[src/rtl/panel_pkg.sv]
package panel_pkg;

  // clock and timing
  localparam int unsigned CLK_HZ          = 20_000_000;
  localparam int unsigned SETTLE_MS       = 100;
  localparam int unsigned DEBOUNCE_MS     = 10;
  localparam int unsigned SETTLE_CYCLES   = (SETTLE_MS * (CLK_HZ / 1000) > 0) ?
                                            SETTLE_MS * (CLK_HZ / 1000) : 1;
  localparam int unsigned DEBOUNCE_CYCLES = (DEBOUNCE_MS * (CLK_HZ / 1000) > 0) ?
                                            DEBOUNCE_MS * (CLK_HZ / 1000) : 1;

  // threshold defaults
  localparam logic [15:0] SPEED_MATCH_DEFAULT   = 16'h000a;  // 10 rpm
  localparam logic [15:0] POSITION_DONE_DEFAULT = 16'h000a;  // 10 pulses
  localparam logic [15:0] ROTATION_DEFAULT      = 16'h0014;  // 20 rpm
  localparam logic [15:0] TORQUE_LEVEL_DEFAULT  = 16'h000a;  // 10 % rated

  // threshold select codes
  localparam logic [1:0] THR_SPEED_MATCH   = 2'h0;
  localparam logic [1:0] THR_POSITION_DONE = 2'h1;
  localparam logic [1:0] THR_ROTATION      = 2'h2;
  localparam logic [1:0] THR_TORQUE_LEVEL  = 2'h3;

  // bit data segment positions
  localparam int unsigned SEG_MATCH    = 0;
  localparam int unsigned SEG_SERVOOFF = 1;
  localparam int unsigned SEG_CTRLPWR  = 2;
  localparam int unsigned SEG_REF      = 3;
  localparam int unsigned SEG_TORQ_CLR = 4;
  localparam int unsigned SEG_MAINPWR  = 5;
  localparam int unsigned SEG_ROTATE   = 6;

  localparam int unsigned EDIT_DIGITS = 5;
  localparam logic [3:0]  BCD_MAX     = 4'h9;

  typedef enum logic [1:0] {
    CTRL_SPEED    = 2'b00,
    CTRL_TORQUE   = 2'b01,
    CTRL_POSITION = 2'b10
  } ctrl_mode_t;

  typedef enum logic [1:0] {
    MODE_STATUS  = 2'b00,
    MODE_PARAM   = 2'b01,
    MODE_UTILITY = 2'b10,
    MODE_MONITOR = 2'b11
  } basic_mode_t;

  typedef enum logic [3:0] {
    CODE_INIT_FAIL = 4'b0000,
    CODE_SERVO_OFF = 4'b0001,
    CODE_READY     = 4'b0010,
    CODE_RUN       = 4'b0011,
    CODE_QSTOP     = 4'b0100,
    CODE_ALARM     = 4'b0101,
    CODE_SAFE      = 4'b0110,
    CODE_FWD_PROH  = 4'b0111,
    CODE_REV_PROH  = 4'b1000,
    CODE_OVERTRAV  = 4'b1001,
    CODE_ALARM_NUM = 4'b1010
  } state_code_t;

endpackage : panel_pkg

[src/rtl/key_press.sv]
`timescale 1ns/1ps
`default_nettype none

// synchronises, debounces and edge-detects one key pin
module key_press #(
  parameter int unsigned STABLE_CYCLES = 1
) (
  // clock and reset
  input  wire logic clk_in,
  input  wire logic nrst_in,
  // key pin, high while pressed
  input  wire logic key_in,
  // outputs
  output logic      level_out,
  output logic      press_out
);

  localparam int unsigned CW = (STABLE_CYCLES > 1) ? $clog2(STABLE_CYCLES + 1) : 1;
  localparam logic [CW-1:0] CNT_LAST = CW'(STABLE_CYCLES - 1);

  logic          sync_a;
  logic          sync_b;
  logic [CW-1:0] stable_cnt;

  always_ff @(posedge clk_in) begin
    if (!nrst_in) begin
      sync_a <= 1'b0;
      sync_b <= 1'b0;
    end else begin
      sync_a <= key_in;
      sync_b <= sync_a;
    end
  end

  // level changes only after the pin held steady long enough
  always_ff @(posedge clk_in) begin
    if (!nrst_in) begin
      stable_cnt <= '0;
      level_out  <= 1'b0;
    end else if (sync_b == level_out) begin
      stable_cnt <= '0;
    end else if (stable_cnt == CNT_LAST) begin
      stable_cnt <= '0;
      level_out  <= sync_b;
    end else begin
      stable_cnt <= stable_cnt + CW'(1);
    end
  end

  // one pulse on the accepted press edge
  always_ff @(posedge clk_in) begin
    if (!nrst_in) begin
      press_out <= 1'b0;
    end else begin
      press_out <= (sync_b != level_out) && (stable_cnt == CNT_LAST) && sync_b;
    end
  end

endmodule : key_press

`default_nettype wire

[src/rtl/panel_status_display.sv]
`timescale 1ns/1ps
`default_nettype none

module panel_status_display
  import panel_pkg::*;
#(
  parameter int unsigned SETTLE_CYCLES_P   = panel_pkg::SETTLE_CYCLES,
  parameter int unsigned DEBOUNCE_CYCLES_P = panel_pkg::DEBOUNCE_CYCLES
) (
  // clock and reset
  input  wire logic                     clk_in,
  input  wire logic                     nrst_in,
  // key pins, high while pressed
  input  wire logic                     key_mode_in,
  input  wire logic                     key_up_in,
  input  wire logic                     key_down_in,
  input  wire logic                     key_data_in,
  // drive control state
  input  wire panel_pkg::ctrl_mode_t    ctrl_mode_in,
  input  wire logic signed [15:0]       motor_speed_in,
  input  wire logic signed [15:0]       speed_ref_in,
  input  wire logic signed [15:0]       torque_ref_in,
  input  wire logic signed [31:0]       position_error_in,
  input  wire logic                     servo_on_in,
  input  wire logic                     ctrl_power_in,
  input  wire logic                     main_power_ok_in,
  input  wire logic                     ref_pulse_active_in,
  input  wire logic                     dev_clear_in,
  // drive operating state
  input  wire logic                     init_fail_in,
  input  wire logic                     drive_ready_in,
  input  wire logic                     quick_stop_in,
  input  wire logic                     alarm_in,
  input  wire logic                     safe_in,
  input  wire logic                     fwd_prohibit_in,
  input  wire logic                     rev_prohibit_in,
  // threshold loading
  input  wire logic                     thr_wr_in,
  input  wire logic [1:0]               thr_sel_in,
  input  wire logic [15:0]              thr_data_in,
  // panel state
  output logic                          panel_ready_out,
  output panel_pkg::basic_mode_t        basic_mode_out,
  output logic [6:0]                    bit_data_out,
  output panel_pkg::state_code_t        state_code_out,
  output logic                          speed_match_flag_out,
  output logic                          position_done_flag_out,
  output logic                          rotation_detect_flag_out,
  // selection and editing
  output logic [7:0]                    select_index_out,
  output logic                          value_open_out,
  output logic [19:0]                   edit_value_out,
  output logic [2:0]                    edit_digit_out,
  // alarm clear request
  output logic                          alarm_clear_out
);
  import panel_pkg::*;

  localparam logic [2:0]  DIGIT_LAST = 3'(EDIT_DIGITS - 1);
  localparam int unsigned SW = (SETTLE_CYCLES_P > 1) ? $clog2(SETTLE_CYCLES_P + 1) : 1;
  localparam logic [SW-1:0] SETTLE_LAST = SW'(SETTLE_CYCLES_P - 1);

  logic          press_mode;
  logic          press_up;
  logic          press_down;
  logic          press_data;
  logic [SW-1:0] settle_cnt;
  logic [15:0]   speed_match_threshold;
  logic [15:0]   position_done_threshold;
  logic [15:0]   rotation_detect_threshold;
  logic [15:0]   torque_level;
  logic          alarm_num_view;
  logic [6:0]    next_bits;
  state_code_t   next_code;
  logic [16:0]   speed_err_mag;
  logic [16:0]   speed_mag;
  logic [16:0]   ref_mag;
  logic [16:0]   torque_mag;
  logic [31:0]   pos_err_mag;
  logic [3:0]    cur_nibble;

  function automatic logic [16:0] mag17(input logic signed [16:0] v);
    return v[16] ? 17'(-v) : 17'(v);
  endfunction : mag17

  key_press #(.STABLE_CYCLES(DEBOUNCE_CYCLES_P)) u_key_mode (.clk_in(clk_in), .nrst_in(nrst_in),
    .key_in(key_mode_in), .level_out(), .press_out(press_mode));
  key_press #(.STABLE_CYCLES(DEBOUNCE_CYCLES_P)) u_key_up (.clk_in(clk_in), .nrst_in(nrst_in),
    .key_in(key_up_in), .level_out(), .press_out(press_up));
  key_press #(.STABLE_CYCLES(DEBOUNCE_CYCLES_P)) u_key_down (.clk_in(clk_in), .nrst_in(nrst_in),
    .key_in(key_down_in), .level_out(), .press_out(press_down));
  key_press #(.STABLE_CYCLES(DEBOUNCE_CYCLES_P)) u_key_data (.clk_in(clk_in), .nrst_in(nrst_in),
    .key_in(key_data_in), .level_out(), .press_out(press_data));

  // power-up settling
  always_ff @(posedge clk_in) begin
    if (!nrst_in) begin
      settle_cnt      <= '0;
      panel_ready_out <= 1'b0;
    end else if (!panel_ready_out) begin
      if (settle_cnt == SETTLE_LAST) begin
        panel_ready_out <= 1'b1;
      end else begin
        settle_cnt <= settle_cnt + SW'(1);
      end
    end
  end

  // thresholds, loaded by the drive's parameter logic
  always_ff @(posedge clk_in) begin
    if (!nrst_in) begin
      speed_match_threshold     <= SPEED_MATCH_DEFAULT;
      position_done_threshold   <= POSITION_DONE_DEFAULT;
      rotation_detect_threshold <= ROTATION_DEFAULT;
      torque_level              <= TORQUE_LEVEL_DEFAULT;
    end else if (thr_wr_in) begin
      unique case (thr_sel_in)
        THR_SPEED_MATCH:   speed_match_threshold     <= thr_data_in;
        THR_POSITION_DONE: position_done_threshold   <= thr_data_in;
        THR_ROTATION:      rotation_detect_threshold <= thr_data_in;
        THR_TORQUE_LEVEL:  torque_level              <= thr_data_in;
      endcase
    end
  end

  // basic mode; held in status until settled
  always_ff @(posedge clk_in) begin
    if (!nrst_in) begin
      basic_mode_out <= MODE_STATUS;
    end else if (panel_ready_out && press_mode) begin
      basic_mode_out <= basic_mode_t'(basic_mode_out + 2'h1);
    end
  end

  // selection, value open and digit shifting
  always_ff @(posedge clk_in) begin
    if (!nrst_in) begin
      select_index_out <= 8'h00;
      value_open_out   <= 1'b0;
      edit_digit_out   <= 3'h0;
    end else if (panel_ready_out) begin
      if (press_mode) begin
        value_open_out <= 1'b0;
        edit_digit_out <= 3'h0;
      end else if (basic_mode_out != MODE_STATUS) begin
        if (press_data) begin
          value_open_out <= 1'b1;
          if (value_open_out) begin
            edit_digit_out <= (edit_digit_out == DIGIT_LAST) ? 3'h0 :
                              edit_digit_out + 3'h1;
          end
        end else if (!value_open_out && press_up) begin
          select_index_out <= select_index_out + 8'h01;
        end else if (!value_open_out && press_down) begin
          select_index_out <= select_index_out - 8'h01;
        end
      end
    end
  end

  assign cur_nibble = edit_value_out[4*edit_digit_out +: 4];

  // decimal digit editing, each digit wraps 0..9
  always_ff @(posedge clk_in) begin
    if (!nrst_in) begin
      edit_value_out <= 20'h00000;
    end else if (panel_ready_out && value_open_out && !press_mode && !press_data &&
                 basic_mode_out != MODE_STATUS) begin
      if (press_up) begin
        edit_value_out[4*edit_digit_out +: 4] <=
          (cur_nibble >= BCD_MAX) ? 4'h0 : cur_nibble + 4'h1;
      end else if (press_down) begin
        edit_value_out[4*edit_digit_out +: 4] <=
          (cur_nibble == 4'h0) ? BCD_MAX : cur_nibble - 4'h1;
      end
    end
  end

  // alarm number view and alarm clear request
  always_ff @(posedge clk_in) begin
    if (!nrst_in) begin
      alarm_num_view  <= 1'b0;
      alarm_clear_out <= 1'b0;
    end else begin
      alarm_clear_out <= panel_ready_out && basic_mode_out == MODE_STATUS && alarm_in &&
                         press_data && !press_mode;
      if (!alarm_in) begin
        alarm_num_view <= 1'b0;
      end else if (basic_mode_out == MODE_STATUS && (press_up || press_down)) begin
        alarm_num_view <= !alarm_num_view;
      end
    end
  end

  // magnitudes for the comparisons
  always_comb begin
    speed_err_mag = mag17(17'(motor_speed_in) - 17'(speed_ref_in));
    speed_mag     = mag17(17'(motor_speed_in));
    ref_mag       = mag17(17'(speed_ref_in));
    torque_mag    = mag17(17'(torque_ref_in));
    pos_err_mag   = position_error_in[31] ? 32'(-position_error_in) : 32'(position_error_in);
  end

  // bit data segments
  always_comb begin
    next_bits = 7'h00;
    next_bits[SEG_SERVOOFF] = !servo_on_in;
    next_bits[SEG_CTRLPWR]  = ctrl_power_in;
    next_bits[SEG_MAINPWR]  = main_power_ok_in;
    next_bits[SEG_ROTATE]   = speed_mag > {1'b0, rotation_detect_threshold};
    if (ctrl_mode_in == CTRL_POSITION) begin
      next_bits[SEG_MATCH]    = pos_err_mag < {16'h0000, position_done_threshold};
      next_bits[SEG_REF]      = ref_pulse_active_in;
      next_bits[SEG_TORQ_CLR] = dev_clear_in;
    end else begin
      next_bits[SEG_MATCH]    = (ctrl_mode_in == CTRL_TORQUE) ||
                                speed_err_mag <= {1'b0, speed_match_threshold};
      next_bits[SEG_REF]      = ref_mag > {1'b0, rotation_detect_threshold};
      next_bits[SEG_TORQ_CLR] = torque_mag > {1'b0, torque_level};
    end
  end

  // state code priority
  always_comb begin
    if (init_fail_in) next_code = CODE_INIT_FAIL;
    else if (alarm_in) next_code = alarm_num_view ? CODE_ALARM_NUM : CODE_ALARM;
    else if (safe_in) next_code = CODE_SAFE;
    else if (quick_stop_in) next_code = CODE_QSTOP;
    else if (fwd_prohibit_in && rev_prohibit_in) next_code = CODE_OVERTRAV;
    else if (fwd_prohibit_in) next_code = CODE_FWD_PROH;
    else if (rev_prohibit_in) next_code = CODE_REV_PROH;
    else if (servo_on_in) next_code = CODE_RUN;
    else if (drive_ready_in) next_code = CODE_READY;
    else next_code = CODE_SERVO_OFF;
  end

  // registered display data; bit data blank until settled, state code and flags not gated
  always_ff @(posedge clk_in) begin
    if (!nrst_in) begin
      bit_data_out             <= 7'h00;
      state_code_out           <= CODE_SERVO_OFF;
      speed_match_flag_out     <= 1'b0;
      position_done_flag_out   <= 1'b0;
      rotation_detect_flag_out <= 1'b0;
    end else begin
      bit_data_out   <= panel_ready_out ? next_bits : 7'h00;
      state_code_out <= next_code;
      speed_match_flag_out     <= ctrl_mode_in != CTRL_POSITION && next_bits[SEG_MATCH];
      position_done_flag_out   <= ctrl_mode_in == CTRL_POSITION && next_bits[SEG_MATCH];
      rotation_detect_flag_out <= next_bits[SEG_ROTATE];
    end
  end

  property p_mode_step;
    @(posedge clk_in) disable iff (!nrst_in)
    (panel_ready_out && press_mode) |=> basic_mode_out == basic_mode_t'($past(basic_mode_out) + 2'h1);
  endproperty
  a_mode_step: assert property (p_mode_step) else $error("mode did not advance");
  property p_select_up;
    @(posedge clk_in) disable iff (!nrst_in)
    (panel_ready_out && press_up && !press_mode && !press_data && !value_open_out &&
     basic_mode_out != MODE_STATUS) |=> select_index_out == $past(select_index_out) + 8'h01;
  endproperty
  a_select_up: assert property (p_select_up) else $error("select not incremented");
  property p_select_down;
    @(posedge clk_in) disable iff (!nrst_in)
    (panel_ready_out && press_down && !press_up && !press_mode && !press_data &&
     !value_open_out && basic_mode_out != MODE_STATUS)
      |=> select_index_out == $past(select_index_out) - 8'h01;
  endproperty
  a_select_down: assert property (p_select_down) else $error("select not decremented");
  property p_digit_shift;
    @(posedge clk_in) disable iff (!nrst_in)
    (panel_ready_out && value_open_out && press_data && !press_mode &&
     basic_mode_out != MODE_STATUS && edit_digit_out != DIGIT_LAST)
      |=> edit_digit_out == $past(edit_digit_out) + 3'h1;
  endproperty
  a_digit_shift: assert property (p_digit_shift) else $error("digit not shifted");
  property p_settle_mode;
    @(posedge clk_in) disable iff (!nrst_in)
    $rose(panel_ready_out) |-> basic_mode_out == MODE_STATUS;
  endproperty
  a_settle_mode: assert property (p_settle_mode) else $error("not in status after settle");
  property p_torque_match;
    @(posedge clk_in) disable iff (!nrst_in)
    (panel_ready_out && ctrl_mode_in == CTRL_TORQUE) |=> bit_data_out[SEG_MATCH];
  endproperty
  a_torque_match: assert property (p_torque_match) else $error("torque match unlit");
  property p_servo_off_seg;
    @(posedge clk_in) disable iff (!nrst_in)
    panel_ready_out ##1 panel_ready_out |-> bit_data_out[SEG_SERVOOFF] == !$past(servo_on_in);
  endproperty
  a_servo_off_seg: assert property (p_servo_off_seg) else $error("servo off segment wrong");
  property p_alarm_code;
    @(posedge clk_in) disable iff (!nrst_in)
    (alarm_in && !init_fail_in) |=> state_code_out inside {CODE_ALARM, CODE_ALARM_NUM};
  endproperty
  a_alarm_code: assert property (p_alarm_code) else $error("alarm code missing");
  property p_alarm_clear;
    @(posedge clk_in) disable iff (!nrst_in)
    (panel_ready_out && basic_mode_out == MODE_STATUS && alarm_in && press_data && !press_mode)
      |=> alarm_clear_out ##1 !alarm_clear_out;
  endproperty
  a_alarm_clear: assert property (p_alarm_clear) else $error("alarm clear not one pulse");
  c_mode_wrap: cover property (@(posedge clk_in) disable iff (!nrst_in)
    basic_mode_out == MODE_MONITOR ##[1:1000] basic_mode_out == MODE_STATUS);
  c_edit: cover property (@(posedge clk_in) disable iff (!nrst_in)
    value_open_out && edit_digit_out == DIGIT_LAST);
  c_clear: cover property (@(posedge clk_in) disable iff (!nrst_in) alarm_clear_out);

endmodule : panel_status_display

`default_nettype wire

[config.mk]
export PLATFORM = sky130hd
export DESIGN_NAME = panel_status_display
export DESIGN_NICKNAME = d
export VERILOG_FILES = /design/src/rtl/panel_pkg.sv /design/src/rtl/key_press.sv /design/src/rtl/panel_status_display.sv
export SDC_FILE = /design/constraint.sdc
export NUM_CORES = 1
export LEC_CHECK = 0
export BUFFER_PORTS_ARGS = -buffer_cell sky130_fd_sc_hd__buf_2
export CAP_MARGIN = 5
export CORE_MARGIN = 8
export CORE_UTILIZATION = 60
export DETAILED_ROUTE_END_ITERATION = 10
export PLACE_DENSITY_LB_ADDON = 0.12
export SYNTH_ARGS = -nofsm -noshare
export SYNTH_HDL_FRONTEND = slang
export SYNTH_SLANG_ARGS = --single-unit
[constraint.sdc]
create_clock -name clk_in -period 10.8 [get_ports clk_in]
set_input_delay 1.62 -clock clk_in [delete_from_list [all_inputs] [get_ports clk_in]]
set_output_delay 1.62 -clock clk_in [all_outputs]
set_load 0.1 [all_outputs]
## After elaboration in Yosys (flattened, before gate mapping)

Cells that the tools add are included.

| word-level totals | value |
|---|---|
| register bits | 224 |
| input bits | 119 |
| output and inout port bits | 50 |
| word-level logic and storage cells | 190 |

| cells by class | value |
|---|---|
| add/subtract/negate cells | 18 |
| order comparisons | 6 |
| equality and inequality tests | 20 |
| shift-type cells | 4 |
| muxes and demuxes | 35 |
| bitwise logic cells | 9 |
| reductions and logical operators | 59 |

Operator list:

| operator | count |
|---|---|
| 18-bit by 1-bit adder with 18-bit output, second input constant | 4 |
| 18-bit == test, second input constant | 4 |
| 17-bit two-way mux | 4 |
| 4-bit by 34-bit variable part select with 20-bit output | 2 |
| 17-bit by 16-bit > comparator with 1-bit output | 3 |
| 16-bit negation with 17-bit output | 3 |
| 20-bit bitwise mux | 2 |
| 20-bit two-way mux | 2 |
| 4-bit two-way mux | 9 |
| 5-bit negation with 34-bit output | 1 |
| 4-bit by 34-bit variable shift with 20-bit output, first input constant | 1 |
| 32-bit by 16-bit less-than comparator with 1-bit output | 1 |
| 32-bit two-way mux | 1 |
| 32-bit negation | 1 |
| 2-bit AND reduction | 12 |
| 1-bit logical AND | 23 |
| 21-bit by 1-bit adder with 21-bit output, second input constant | 1 |
| 21-bit == test, second input constant | 1 |
| 20-bit by 6-bit variable part select with 4-bit output | 1 |
| 17-bit by 16-bit <= comparator with 1-bit output | 1 |
| 17-bit negation | 1 |
| 16-bit by 16-bit subtractor with 17-bit output | 1 |
| 8-bit two-way mux | 2 |
| 3-bit two-way mux | 5 |
| 26 further kinds | 65 |

## Depth between registers and ports, before layout

| logic depth | value |
|---|---|
| depth in word-level cells | 9 |
| gate-level depth with buffers | 21 |
| mapped depth without buffers | 21 |

## Hierarchy

Synthesis repeated with hierarchy kept, for this count alone.

| unflattened totals | value |
|---|---|
| cell total of the unflattened synthesis | 1,813 |
| area, all modules | 14,485.1 um^2 |

By module, submodules not included:

| module | instances | cells an instance | area an instance (um^2) | sequential area each (um^2) |
|---|---|---|---|---|
| panel_status_display | 1 | 1,369 | 10,541.4 | 2,722.6 |
| key_press | 4 | 111 | 985.9 | 440.4 |

## Least setup slack after synthesis

OpenSTA, ideal clock, no wires.

| timing path | value |
|---|---|
| path kind | input-to-reg |
| start | input motor_speed_in[0] |
| end | register bit_data_out[0] |
| setup time | 0.115 ns |
| arrival | 5.575 ns |
| data required time | 10.685 ns |
| setup slack | 5.110 ns |
| cell stages on the path | 20 |
| buffers on the path | 0 |
| cells stage by stage | inv_1 -> ha_1 -> fa_1 -> nand2b_1 -> a21oi_1 -> o22ai_1 -> xnor2_1 -> or4b_4 -> nor3_1 -> nor2_1 -> xnor2_1 -> ha_1 -> nand4_1 -> or2_2 -> o221ai_1 -> o2111ai_1 -> a21oi_1 -> a41oi_1 -> maj3_2 -> o21ba_1 |

| between the ends | value |
|---|---|
| longest elaborated chain between the ends | 6 |

RTL lines:

| item | line | text |
|---|---|---|
| from (decl) | panel_status_display.sv:20 | `input wire logic signed [15:0] motor_speed_in,` |
| 16-bit by 16-bit subtractor with 17-bit output (*) | panel_status_display.sv:197 | `speed_err_mag = mag17(17'(motor_speed_in) - 17'(speed_ref_in));` |
| 17-bit negation | panel_status_display.sv:83 | `return v[16] ? 17'(-v) : 17'(v);` |
| 17-bit two-way mux (*) | panel_status_display.sv:83 |  |
| 17-bit by 16-bit <= comparator with 1-bit output (implied by the code) (*) | panel_status_display.sv:217 | `speed_err_mag <= {1'b0, speed_match_threshold};` |
| 1-bit logical OR (*) | panel_status_display.sv:216 | `next_bits[SEG_MATCH] = (ctrl_mode_in == CTRL_TORQUE) \|\|` |
| 1-bit two-way mux (*) | panel_status_display.sv:211 | `if (ctrl_mode_in == CTRL_POSITION) begin` |
| to (signal assigned) | panel_status_display.sv:246 | `bit_data_out <= panel_ready_out ? next_bits : 7'h00;` |
| to (decl) | panel_status_display.sv:44 | `output logic [6:0] bit_data_out,` |

Every way passes the cells marked *; elsewhere a longest branch is shown, timed or not.
A chain may end at the register's enable or synchronous reset.

## Worst setup path in the final report

Ends and elaborated chain as after synthesis.

==> run_results.csv <==
group,metric,value,unit
status,status,"finished clean",
sta,rsz0062_at_grt,"no",
cts,cts_made_buffers,26,
synthesis,synth_mux_area_share,2.13,%
sta,finalSetupTns,0,ns
routing,firstDrtPassIters,5,
grt,antenna_found_initial,2,
layout,drive_gt1_share,12.6,%
synthesis,yosysTopAreaCellShare,31.6,%
synthesis,yosys_most_used_dff,"dfxtp_1",
synthesis,syn_nets,1972,
synthesis,ys_warn_count,0,
critical_path,critPathTopFamily,"simple AND/OR/NAND/NOR gates",
cts,clkLatencyLatePin,0.54,ns
floorplan,die_x,170,um
routing,drtIter0Drc,838,
synthesis,synth_simple_gate_area_share,24.6,%
critical_path,timing.rr.end,"edit_value_out[11]",
critical_path,critPathCaptureType,"register",
sta,tightest_slew,1.20,ns
synthesis,synth_top_family_by_area,"simple AND/OR/NAND/NOR gates",
cts,clk_path_buf_depth,3,
layout,layout.core_utilization,69.1,%
critical_path,critPathKind,"in2reg",
cts,htree_levels,1,
routing,drtAntennaViolNets,0,
grt,grt_use_total,23.2,%
power_and_ir_drop,power_density,132,nW/um2
synthesis,synth_area,14200,um2
cts,cts.sinks,224,
cts,cts_tree,"yes",
floorplan,rows,56,
sta,finalCritPeriodShare,52.3,%
critical_path,rr_startpoint,"edit_digit_out[2]",
floorplan,start_util,60.7,%
routing,wirelength,34.7,mm
critical_path,crit_buf_inv,2,
power_and_ir_drop,p_leak,6.47,nW
floorplan,die-area,28800,um2
cts,ctsResizeCount,0,
routing,drc_errors,0,
synthesis,synth_compound_area_share,15.5,%
sta,hold_viol,0,
sta,max_freq,0.177,GHz
critical_path,worst-path-max-fanout,5,
power_and_ir_drop,power.switching,570,uW
synthesis,synth.avg_cell_area,8.18,um2
routing,routedWlPerCell,15.7,um
cts,clk_transition_reported_paths,0.06,ns
power_and_ir_drop,p_comb_share,17.2,%
cts,postCtsSetupBuffers,0,
worst_hold_path,hold_start,"u_key_down.sync_a",
layout,antennaDiodeCount,0,
synthesis,synth_edf_count,0,
floorplan,core_area,23300,um2
synthesis,synth_area_leader_cell,"dfxtp_1",
sta,finalSetupViolCount,0,
synthesis,yosysSeqAreaShare,31.6,%
synthesis,synth-xor-area-share,10.7,%
layout,fillers,1967,
sta,maxSlewHeadroom,19.9,%
grt,grt_max_degree,98,
worst_hold_path,min_path_type,"reg2reg",
critical_path,slowest_stage,"or4b_4",
synthesis,synthAdderAreaFrac,10.9,%
power_and_ir_drop,ir_worst_vdd,0.000132,V
routing,vias,12400,
sta,skew,0.0218,ns
synthesis,yosys-top-cells-area,"dfxtp_1 32%, ha_1 11%, xnor2_1 6.6%",
layout,area_growth,13.8,%
sta,fin_crit,5.65,ns
synthesis,async_flop_share,0,%
layout,nNetsFinal,2113,
synthesis,yosysMostFrequentCell,"nand2_1",
critical_path,r2r_cells,10,
cts,cts_root_buf,"clkbuf_16",
critical_path,worstPathCellList,"buf_2, inv_1, ha_1, fa_1, nand2b_1, a21oi_1, o22ai_1, xnor2_1, or4b_4, nor3_1, nor2_1, xnor2_1, ha_1, nand4_1, or2_2, o221ai_1, o2111ai_1, a21oi_1, a41oi_1, maj3_2, o21ba_1",
critical_path,cp-start-kind,"input port",
placement,portBuffers,168,
placement,post-dp-hpwl,26.6,mm
routing,via_per_inst,5.62,
run,max_cap_viol_count,0,
worst_hold_path,worstHoldEndpoint,"u_key_down.sync_b",
power_and_ir_drop,netSwitchingFraction,26.8,%
synthesis,ys_ff_latch,224,
critical_path,r2r_slack,7.52,ns
power_and_ir_drop,seq_power_share,39.8,%
sta,holdWs,0.433,ns
grt,grt_pass1_wl,56.3,mm
worst_hold_path,hold_depth,1,
power_and_ir_drop,pwr-share-clk,43.1,%
placement,place.gp.congestion,0.925,
synthesis,netlist_instances,1732,
placement,pre_cts_slack,4.61,ns
grt,grt.overflow.total,0,
power_and_ir_drop,p_int,1.56,mW
critical_path,arrival,6.07,ns
critical_path,max_stage_delay,0.59,ns
cts,cts.hold.buffers_added,0,
synthesis,synth_common_cells,"226 x nand2_1, 224 x dfxtp_1, 129 x nor2_1, 119 x ha_1, 112 x inv_1",
sta,drv_slew,0,
critical_path,required,11.22,ns
grt,grt_pass1_vias,12100,
sta,setup_slack,5.15,ns
floorplan,die_h,170,um
floorplan,io_pins,169,
synthesis,synth_cell_type_count,80,
==> per-layer routing <==
layer | part of all wire [%] | routed length (um) | GRT usage (%)
met5 | 0.078 | 27 | 0
met4 | 3.2 | 1100 | 7.58
met3 | 6.2 | 2140 | 4.86
met2 | 46 | 16100 | 39.3
met1 | 44 | 15300 | 28.9
==> stage by stage <==
step	cell area, um2	power, mW	instances
CTS	16100	2.14	2212
floorplan	14200	1.12	1732
global route	16100	2.23	2212
detailed placement	15200	1.23	2164
finish	16100	2.13	2212
global placement	15200	1.22	2164
==> flip-flops by register name (all words and copies together) (netlist names), 2 cells and up <==
signal and count:
bit_data_out 7, torque_level 16, u_key_mode.stable_cnt 18, select_index_out 8, u_key_up.stable_cnt 18, edit_value_out 20
position_done_threshold 16, state_code_out 4, u_key_data.stable_cnt 18, basic_mode_out 2, speed_match_threshold 16, edit_digit_out 3
settle_cnt 21, u_key_down.stable_cnt 18, rotation_detect_threshold 16
==> logic make-up (layout without fill, tap and decap cells) <==
logic type,count (synthesis),count (layout)
AND/OR/NAND/NOR,690,690
AO/OA/AOI/OAI,325,325
flip-flops,224,224
XOR/XNOR,173,173
buffers and inverters,168,329
adder cells (fa/ha/maj),122,122
multiplexers,30,30
==> final cells by class <==
cell class / instances / area, um2 / share of cell area [%]
clock inverter: 14 / 203 / 1.26
clock buffer: 34 / 711 / 4.41
timing repair buffer: 169 / 851 / 5.28
sequential: 224 / 4480 / 27.8
inverter: 112 / 420 / 2.61
tap: 319 / 399 / 2.48
multi-input combinational: 1340 / 9060 / 56.2
==> power groups by stage <==
stage          clock (mW)  sequential (mW)  combinational, mW
6_report            0.916            0.846              0.365
5_1_grt             0.967            0.847              0.412
4_1_cts             0.933            0.846              0.365
3_5_place_dp            0            0.864              0.362
3_3_place_gp            0            0.864              0.353
2_1_floorplan           0            0.876              0.247
==> how the worst max path moves through the flow <==
stage	startpoint	end	slack, ns	depth (start not counted)
global route	motor_speed_in[0]	bit_data_out[0]	4.80	21
CTS	motor_speed_in[0]	bit_data_out[0]	5.16	21
finish	motor_speed_in[0]	bit_data_out[0]	5.15	21
global placement	motor_speed_in[0]	bit_data_out[0]	4.73	21
floorplan	motor_speed_in[0]	bit_data_out[0]	5.11	20
detailed placement	motor_speed_in[0]	bit_data_out[0]	4.61	21
==> placed cells by master (no fill, tap or decap), drive strengths merged, types with 11 or more instances in the layout <==
cell type,synthesis,final
inv,112,113
nand2,226,226
xnor2,107,107
o21a,11,11
nor4,19,19
nor2,129,129
xor2,66,66
nand2b,22,22
dfxtp,224,224
a211oi,11,11
nor3,37,37
mux2i,29,29
a21o,25,25
a21boi,63,63
o41ai,11,11
nor2b,42,42
or3,14,14
clkbuf,52,34
nand3,61,61
buf,4,169
nand4,35,35
and3,27,27
o31ai,15,15
ha,119,119
o21ai,79,79
a21oi,49,49
and2,38,38
o211ai,14,14
(Power assumes the default switching activity.)
